File: src/scbv_pkg.sv
package scbv_pkg;

    // Core geometry.
    localparam int unsigned ADDR_W = 12;
    localparam int unsigned DATA_W = 8;
    localparam int unsigned INSTR_W = 18;
    localparam int unsigned NUM_REGS = 16;
    localparam int unsigned STACK_DEPTH = 30;
    localparam int unsigned SP_W = 5;
    localparam logic [ADDR_W-1:0] PC_RESET = 12'h000;

    // Instruction fields.
    localparam int unsigned OPC_HI = 17;
    localparam int unsigned OPC_LO = 12;
    localparam int unsigned DST_HI = 11;
    localparam int unsigned DST_LO = 8;
    localparam int unsigned SRC_HI = 7;
    localparam int unsigned SRC_LO = 4;
    localparam int unsigned KK_HI = 7;
    localparam int unsigned KK_LO = 0;
    localparam int unsigned KVAL_HI = 11;
    localparam int unsigned KVAL_LO = 4;
    localparam int unsigned KPORT_HI = 3;
    localparam int unsigned KPORT_LO = 0;

    // Opcodes.
    localparam logic [5:0] OP_LOAD_R = 6'h00;
    localparam logic [5:0] OP_LOAD_K = 6'h01;
    localparam logic [5:0] OP_INPUT = 6'h09;
    localparam logic [5:0] OP_FETCH = 6'h0b;
    localparam logic [5:0] OP_ADD_R = 6'h10;
    localparam logic [5:0] OP_ADD_K = 6'h11;
    localparam logic [5:0] OP_ADDCY_R = 6'h12;
    localparam logic [5:0] OP_ADDCY_K = 6'h13;
    localparam logic [5:0] OP_HWBUILD = 6'h14;
    localparam logic [5:0] OP_CALL = 6'h20;
    localparam logic [5:0] OP_LOAD_RET = 6'h21;
    localparam logic [5:0] OP_JUMP = 6'h22;
    localparam logic [5:0] OP_CALL_IND = 6'h24;
    localparam logic [5:0] OP_RETURN = 6'h25;
    localparam logic [5:0] OP_CONSTANT_PORT_OUTPUT = 6'h2b;
    localparam logic [5:0] OP_OUTPUT = 6'h2d;
    localparam logic [5:0] OP_STORE = 6'h2f;

    // Wishbone register map, byte addresses.
    localparam int unsigned WB_ADR_W = 4;
    localparam logic [WB_ADR_W-1:0] REG_CTRL = 4'h0;
    localparam logic [WB_ADR_W-1:0] REG_STATUS = 4'h4;
    localparam logic [WB_ADR_W-1:0] REG_CONFIG = 4'h8;
    localparam int unsigned CTRL_RUN_BIT = 0;
    localparam logic CTRL_RUN_RESET = 1'b1;
    localparam int unsigned ST_ZERO_BIT = 12;
    localparam int unsigned ST_CARRY_BIT = 13;
    localparam int unsigned ST_SLEEP_BIT = 14;
    localparam int unsigned ST_RUN_BIT = 15;
    localparam int unsigned CFG_BUILD_LO = 0;
    localparam int unsigned CFG_VEC_LO = 8;
    localparam int unsigned CFG_SCR_LO = 20;

    typedef enum logic {
        CORE_FETCH,
        CORE_EXEC
    } scbv_core_state_t;

    typedef struct packed {
        logic [7:0] port_id;
        logic [7:0] data;
        logic write_strobe;
        logic const_write_strobe;
        logic read_strobe;
    } scbv_port_bus_t;

endpackage

File: src/scbv_scratch.sv
`timescale 1ns/1ps
module scbv_scratch
    import scbv_pkg::*;
#(
    parameter int unsigned SIZE = 64
) (
    // Clock.
    input wire logic clk_i,
    // Access.
    input wire logic we_i,
    input wire logic [7:0] addr_i,
    input wire logic [DATA_W-1:0] wdata_i,
    output logic [DATA_W-1:0] rdata_o
);

    localparam int unsigned AW = $clog2(SIZE);

    initial begin
        if (SIZE != 64 && SIZE != 128 && SIZE != 256) begin
            $error("scratch size must be 64, 128 or 256");
        end
    end

    logic [DATA_W-1:0] mem [SIZE];
    logic [AW-1:0] idx;

    // Upper address bits fold over, so small memories alias as a mirror.
    assign idx = addr_i[AW-1:0];
    assign rdata_o = mem[idx];

    always_ff @(posedge clk_i) begin
        if (we_i) begin
            mem[idx] <= wdata_i;
        end
    end

endmodule // scbv_scratch

File: src/scbv_core.sv
`timescale 1ns/1ps
// Behaviour
// - Build-value load writes the 8-bit build constant to its register.
// - Build-value load sets zero if the constant is zero, else clears it.
// - Build-value load always sets carry to one.
// - A 12-bit instruction address reaches program memory, 4K locations.
// - With sleep held low, execution is exactly as without sleep.
// - Constant-output instruction alone pulses its own write strobe.
// - Three parameters: scratch size, interrupt target, build value.
// - Defaults give 64 scratch bytes and interrupt target 3FF.
// - Indirect call jumps to register-pair address and pushes return.
// - Load-and-return loads a constant, pops and increments; two cycles.
module scbv_core
    import scbv_pkg::*;
#(
    parameter logic [DATA_W-1:0] HWBUILD_VALUE = 8'h00,
    parameter logic [ADDR_W-1:0] INTERRUPT_VECTOR = 12'h3ff,
    parameter int unsigned SCRATCH_SIZE = 64
) (
    // Clock and reset.
    input wire logic clk_i,
    input wire logic rst_i,
    // Program memory.
    output logic [ADDR_W-1:0] address_o,
    output logic bram_enable_o,
    input wire logic [INSTR_W-1:0] instruction_i,
    // Power control.
    input wire logic sleep_i,
    // I/O ports.
    output scbv_port_bus_t port_bus_o,
    input wire logic [DATA_W-1:0] in_port_i,
    // Wishbone slave.
    input wire logic wb_cyc_i,
    input wire logic wb_stb_i,
    input wire logic wb_we_i,
    input wire logic [WB_ADR_W-1:0] wb_adr_i,
    input wire logic [3:0] wb_sel_i,
    input wire logic [31:0] wb_dat_i,
    output logic [31:0] wb_dat_o,
    output logic wb_ack_o
);

    typedef struct packed {
        scbv_core_state_t state;
        logic [ADDR_W-1:0] pc;
        logic [NUM_REGS-1:0][DATA_W-1:0] regs;
        logic [STACK_DEPTH-1:0][ADDR_W-1:0] stack;
        logic [SP_W-1:0] sp;
        logic zero;
        logic carry;
        logic [3:0] in_dst;
        scbv_port_bus_t ports;
        logic run;
        logic wb_ack;
        logic [31:0] wb_dat;
    } scbv_core_st_t;

    initial begin
        if (SCRATCH_SIZE != 64 && SCRATCH_SIZE != 128 &&
            SCRATCH_SIZE != 256) begin
            $error("SCRATCH_SIZE must be 64, 128 or 256");
        end
    end

    scbv_core_st_t st;
    scbv_core_st_t next_st;

    logic exec_now;
    logic [5:0] opc;
    logic [3:0] dst;
    logic [3:0] src;
    logic [DATA_W-1:0] kk;
    logic [ADDR_W-1:0] aaa;
    logic [ADDR_W-1:0] ret_addr;
    logic [ADDR_W-1:0] ind_addr;
    logic [DATA_W-1:0] operand;
    logic use_cy;
    logic [DATA_W:0] sum;
    logic can_push;
    logic can_pop;
    logic scr_we;
    logic [DATA_W-1:0] scr_rdata;
    logic [31:0] status_word;
    logic [31:0] config_word;
    logic [8:0] scratch_code;

    assign exec_now = (st.state == CORE_EXEC);
    assign opc = instruction_i[OPC_HI:OPC_LO];
    assign dst = instruction_i[DST_HI:DST_LO];
    assign src = instruction_i[SRC_HI:SRC_LO];
    assign kk = instruction_i[KK_HI:KK_LO];
    assign aaa = instruction_i[DST_HI:0];
    assign can_push = (st.sp < SP_W'(STACK_DEPTH));
    assign can_pop = (st.sp != '0);
    assign ret_addr = st.stack[st.sp - SP_W'(1)] + 12'h001;
    assign ind_addr = {st.regs[dst][3:0], st.regs[src]};
    assign use_cy = (opc == OP_ADDCY_R) || (opc == OP_ADDCY_K);
    assign operand = opc[0] ? kk : st.regs[src];
    assign sum = {1'b0, st.regs[dst]} + {1'b0, operand}
        + {8'h00, use_cy & st.carry};

    // A held request stays in fetch, so sleeping costs no memory power.
    assign address_o = st.pc;
    assign bram_enable_o = (st.state == CORE_FETCH) && st.run
        && !sleep_i;
    assign port_bus_o = st.ports;
    assign wb_ack_o = st.wb_ack;
    assign wb_dat_o = st.wb_dat;

    assign scratch_code = 9'(SCRATCH_SIZE);
    assign status_word = {16'h0000, st.run,
        (st.state == CORE_FETCH) && sleep_i, st.carry, st.zero, st.pc};
    assign config_word = {3'h0, scratch_code, INTERRUPT_VECTOR,
        HWBUILD_VALUE};

    scbv_scratch #(
        .SIZE(SCRATCH_SIZE)
    ) u_scratch (
        .clk_i(clk_i),
        .we_i(scr_we),
        .addr_i(kk),
        .wdata_i(st.regs[dst]),
        .rdata_o(scr_rdata)
    );

    always_comb begin
        next_st = st;
        scr_we = 1'b0;
        next_st.ports.write_strobe = 1'b0;
        next_st.ports.const_write_strobe = 1'b0;
        next_st.ports.read_strobe = 1'b0;
        next_st.wb_ack = 1'b0;
        if (wb_cyc_i && wb_stb_i && !st.wb_ack) begin
            next_st.wb_ack = 1'b1;
            case (wb_adr_i)
                REG_CTRL: begin
                    next_st.wb_dat = {31'h00000000, st.run};
                    if (wb_we_i && wb_sel_i[0]) begin
                        next_st.run = wb_dat_i[CTRL_RUN_BIT];
                    end
                end
                REG_STATUS: next_st.wb_dat = status_word;
                REG_CONFIG: next_st.wb_dat = config_word;
                default: next_st.wb_dat = 32'h00000000;
            endcase
        end
        case (st.state)
            CORE_FETCH: begin
                if (st.ports.read_strobe) begin
                    next_st.regs[st.in_dst] = in_port_i;
                end
                if (st.run && !sleep_i) begin
                    next_st.state = CORE_EXEC;
                end
            end
            CORE_EXEC: begin
                next_st.state = CORE_FETCH;
                next_st.pc = st.pc + 12'h001;
                case (opc)
                    OP_LOAD_R, OP_LOAD_K: begin
                        next_st.regs[dst] = operand;
                    end
                    OP_ADD_R, OP_ADD_K, OP_ADDCY_R, OP_ADDCY_K: begin
                        next_st.regs[dst] = sum[DATA_W-1:0];
                        next_st.carry = sum[DATA_W];
                        // Chained adds keep zero meaning the whole result.
                        next_st.zero = (sum[DATA_W-1:0] == 8'h00)
                            && (!use_cy || st.zero);
                    end
                    OP_HWBUILD: begin
                        next_st.regs[dst] = HWBUILD_VALUE;
                        next_st.zero = (HWBUILD_VALUE == 8'h00);
                        next_st.carry = 1'b1;
                    end
                    OP_JUMP: next_st.pc = aaa;
                    OP_CALL, OP_CALL_IND: begin
                        if (can_push) begin
                            next_st.stack[st.sp] = st.pc;
                            next_st.sp = st.sp + SP_W'(1);
                        end
                        next_st.pc = (opc == OP_CALL) ? aaa
                            : ind_addr;
                    end
                    OP_RETURN, OP_LOAD_RET: begin
                        if (opc == OP_LOAD_RET) begin
                            next_st.regs[dst] = kk;
                        end
                        // An unbalanced return restarts at address zero.
                        if (can_pop) begin
                            next_st.pc = ret_addr;
                            next_st.sp = st.sp - SP_W'(1);
                        end else begin
                            next_st.pc = PC_RESET;
                        end
                    end
                    OP_OUTPUT: begin
                        next_st.ports.port_id = kk;
                        next_st.ports.data = st.regs[dst];
                        next_st.ports.write_strobe = 1'b1;
                    end
                    OP_CONSTANT_PORT_OUTPUT: begin
                        next_st.ports.port_id =
                            {4'h0, instruction_i[KPORT_HI:KPORT_LO]};
                        next_st.ports.data =
                            instruction_i[KVAL_HI:KVAL_LO];
                        next_st.ports.const_write_strobe = 1'b1;
                    end
                    OP_INPUT: begin
                        next_st.ports.port_id = kk;
                        next_st.ports.read_strobe = 1'b1;
                        next_st.in_dst = dst;
                    end
                    OP_STORE: scr_we = 1'b1;
                    OP_FETCH: next_st.regs[dst] = scr_rdata;
                    default: ;
                endcase
            end
            default: next_st.state = CORE_FETCH;
        endcase
    end

    always_ff @(posedge clk_i) begin
        if (rst_i) begin
            st <= '0;
            st.pc <= PC_RESET;
            st.run <= CTRL_RUN_RESET;
        end else begin
            st <= next_st;
        end
    end
endmodule // scbv_core

File: config.mk
export PLATFORM = sky130hd
export DESIGN_NAME = scbv_core
export DESIGN_NICKNAME = d
export VERILOG_FILES = /design/src/scbv_pkg.sv /design/src/scbv_scratch.sv /design/src/scbv_core.sv
export SDC_FILE = /design/constraint.sdc
export NUM_CORES = 2
export LEC_CHECK = 0
export ABC_CLOCK_PERIOD_IN_PS = 6000
export BUFFER_PORTS_ARGS = -buffer_cell sky130_fd_sc_hd__buf_2
export CAP_MARGIN = 20
export CORE_ASPECT_RATIO = 1.25
export CORE_MARGIN = 2
export CORE_UTILIZATION = 50
export DETAILED_ROUTE_END_ITERATION = 8
export PLACE_DENSITY = 0.65
export SLEW_MARGIN = 30
export SYNTH_ARGS = -nofsm -noshare
export SYNTH_HDL_FRONTEND = slang
export SYNTH_SLANG_ARGS = --single-unit
File: constraint.sdc
create_clock -name clk_i -period 6 [get_ports clk_i]
set_input_delay 1.2 -clock clk_i [delete_from_list [all_inputs] [get_ports clk_i]]
set_output_delay 1.2 -clock clk_i [all_outputs]
set_load 0.005 [all_outputs]
==> out/qor.txt <==
outcome -> finished, final reports clean
Pleak -> 17.9 nW
vias in the first global route -> 37885
syn_area_per_cell -> 10.3 µm²
asr flop ratio synth -> 0
ys flop type -> dfxtp_1
H-tree depth -> 3
routed vias/inst -> 6.57
Design Power -> 15.3 mW
commonest non-fill, non-tap cell in the layout -> nand2_1
initial antenna violation count -> 0
Slew Limit Headroom -> 0.252
Synth Instances -> 4991
TritonCTS clock tree -> yes
Fin Setup TNS -> 0 ns
Max-Cap Viols -> 0
fmax -> 0.210 GHz
Yosys cell types -> 109
Core Box Area -> 0.102 mm²
CTS Hold Bufs -> 0
DRC viols -> 0
Overflow after GRT -> 0
Overall Global Routing Usage -> 0.307
final instance count without filler cells -> 6220
clock sinks -> 1062
maximum vdd drop -> 0.296 mV
Clock transition at path regs -> 0.06 ns
Final min period -> 4.75 ns
Seq/Total Area, Yosys -> 0.515
worst flop-to-flop path endpoint -> address_o[2]
# placed instances -> 6024
Final Hold Fails -> 0
post-place setup slack -> 0.592 ns
startpoint types -> primary input
share of layout cells above drive strength 1 -> 0.145
post-CTS setup buffer count -> 0
PD cells -> 276 mW/mm²
IO Port Bufs -> 89
post_cts resized -> 0
Sequential Area -> 0.0264 mm²
first-pass GRT wire length -> 246 mm
RSZ-0062 raised after global routing -> false
# setup viols final -> 0
Worst-Skew Late Latency -> 0.73 ns
max-slew violation count -> 0
Root Driver -> clkbuf_16
antenna violation net count after detailed routing -> 0
Routability Congestion -> 0.976
FF-to-FF Start -> st[60]
die height -> 362 µm
Top Ports -> 137
fin nets -> 4893
Hold EP -> st[83]
dpl hpwl -> 104 mm
crit end category -> flop
CP Data Required Time -> 6.59 ns
TritonCTS Buffers -> 107
worst endpoint data arrival time -> 5.34 ns
Final period util -> 0.792
Fin Hold WS -> 0.451 ns
Initial Util -> 0.504
clock buffer depth -> 3
First-pass DRT Iterations -> 8
FF-to-FF setup slack -> 1.66 ns
FF+latch count, synth -> 1062
Yosys warning total -> 0
Die Span X -> 290 µm
FILL cells -> 8833
multi-input logic area -> 0.0223 mm²
routed wire length -> 166 mm
largest net degree at the start of global routing -> 233
Setup WS post-layout -> 1.25 ns
EDFF count, synth -> 512
Setup Crit Path Kind -> in2reg
Core Rows -> 131
R2R cell count -> 12
worst slew pin tran -> 1.12 ns
min-delay src -> st[83]
Hold Crit Depth -> 2
synth-to-layout area growth -> 8.54%
clock skew -> 0.0549 ns
Hold WC Path Type -> reg2reg
via count -> 40862
Syn Std Cell Area -> 0.0513 mm²
die area -> 0.105 mm²
Worst Path Max Fanout -> 16
Iter 0 DRT Violations -> 5301
WL/cell -> 26.8 µm
most frequent cells in the layout -> 714 x nand2_1, 573 x a21oi_1, 544 x dfxtp_1, 512 x edfxtp_1, 442 x nand3_1
## per-layer routing
metal / vias up / track usage / part of all wire
li1: 18091 / - / -
met3: 417 / 0.0589 / 0.10
met4: 0 / 0.138 / 0.044
met1: 20019 / 0.404 / 0.39
met5: - / 0 / 0
met2: 2335 / 0.494 / 0.47
## flip-flops by register name, summed over array words and instances, names as in the netlist
name / cells
exec_now: 1
wb_dat_o: 17
u_scratch.mem: 512
port_bus_o: 19
st: 500
wb_ack_o: 1
address_o: 12
## kinds of logic after synthesis
logic type	count (synthesis)	synth area share
multiplexers	305	0.105
XOR/XNOR	25	0.00442
other	1	0.0000731
AO/OA/AOI/OAI	1207	0.153
AND/OR/NAND/NOR	1799	0.164
buffers and inverters	576	0.0552
adder cells (fa/ha/maj)	16	0.00420
flip-flops	1062	0.515
## cell type report
class / count / share of cell area
sequential: 1062 / 0.474
multi-input combinational: 3365 / 0.400
clock buffer: 144 / 0.0533
timing repair buffer: 240 / 0.0307
tap: 1330 / 0.0299
clock inverter: 48 / 0.00915
inverter: 29 / 0.00196
antenna: 2 / 0.0000899
## how the worst max path moves through the flow
stage | slack (ns) | from | endpoint
finish | 1.25 | instruction_i[4] | st[551]
CTS | 1.34 | instruction_i[4] | st[455]
detailed placement | 0.59 | instruction_i[4] | st[455]
global route | 1.05 | instruction_i[4] | st[542]
global placement | 0.63 | instruction_i[4] | st[542]
floorplan | 1.10 | instruction_i[4] | st[487]
## cells in the mapped netlist, types with 9 or more instances
cell type	number	area, µm²
a211oi_1	16	120
a21oi_1	573	2870
a221o_1	13	130
a221oi_1	28	245
a222oi_1	9	90.1
a22o_1	18	158
a22oi_1	103	773
a311oi_1	20	175
a311oi_4	12	315
a31oi_1	130	813
and2_1	9	56.3
and3_1	55	344
and3b_1	11	96.3
buf_1	38	143
buf_2	68	340
buf_4	89	668
buf_6	27	304
clkbuf_1	322	1210
dfxtp_1	550	11000
edfxtp_1	512	15400
ha_1	14	175
inv_1	27	101
mux2_2	37	417
mux2i_1	82	821
mux4_2	182	4100
nand2_1	714	2680
nand2b_1	20	125
nand3_1	442	2210
nand4_1	14	87.6
nor2_1	313	1170
nor2b_1	20	125
nor3_1	44	220
nor3b_1	81	608
o211ai_1	30	225
o21ai_0	88	440
o21ai_1	12	60.1
o221ai_1	18	158
o22ai_1	15	93.8
o2bb2ai_1	13	114
o31ai_1	14	105
or3_1	18	113
xnor2_1	16	140
## critical path, stage by stage
cell and delay (ns):
buf_2 0.42, mux4_2 0.63, mux4_2 0.57, nand2_1 0.10
a21boi_0 0.32, inv_1 0.08, ha_1 0.27, nor2b_1 0.14
o211ai_1 0.21, a31o_2 0.24, nand2_1 0.07, a21oi_1 0.18
xnor2_1 0.15, a32oi_4 0.24, buf_4 0.34, o221ai_1 0.16
## power breakdown
group	switching [mW]	total (mW)	internal [mW]
logic	0.699	0.972	0.273
clock network	2.93	6.74	3.81
registers	0.0513	7.63	7.58
total	3.68	15.3	11.7
## per-stage QoR
step	util	cell area, µm²
final	0.547	55600
after global routing	0.547	55600
after CTS	0.546	55600
after detailed placement	0.512	52100
after global placement	0.512	52100
after floorplan	-	51300
Power figures use the tool's default switching activity.
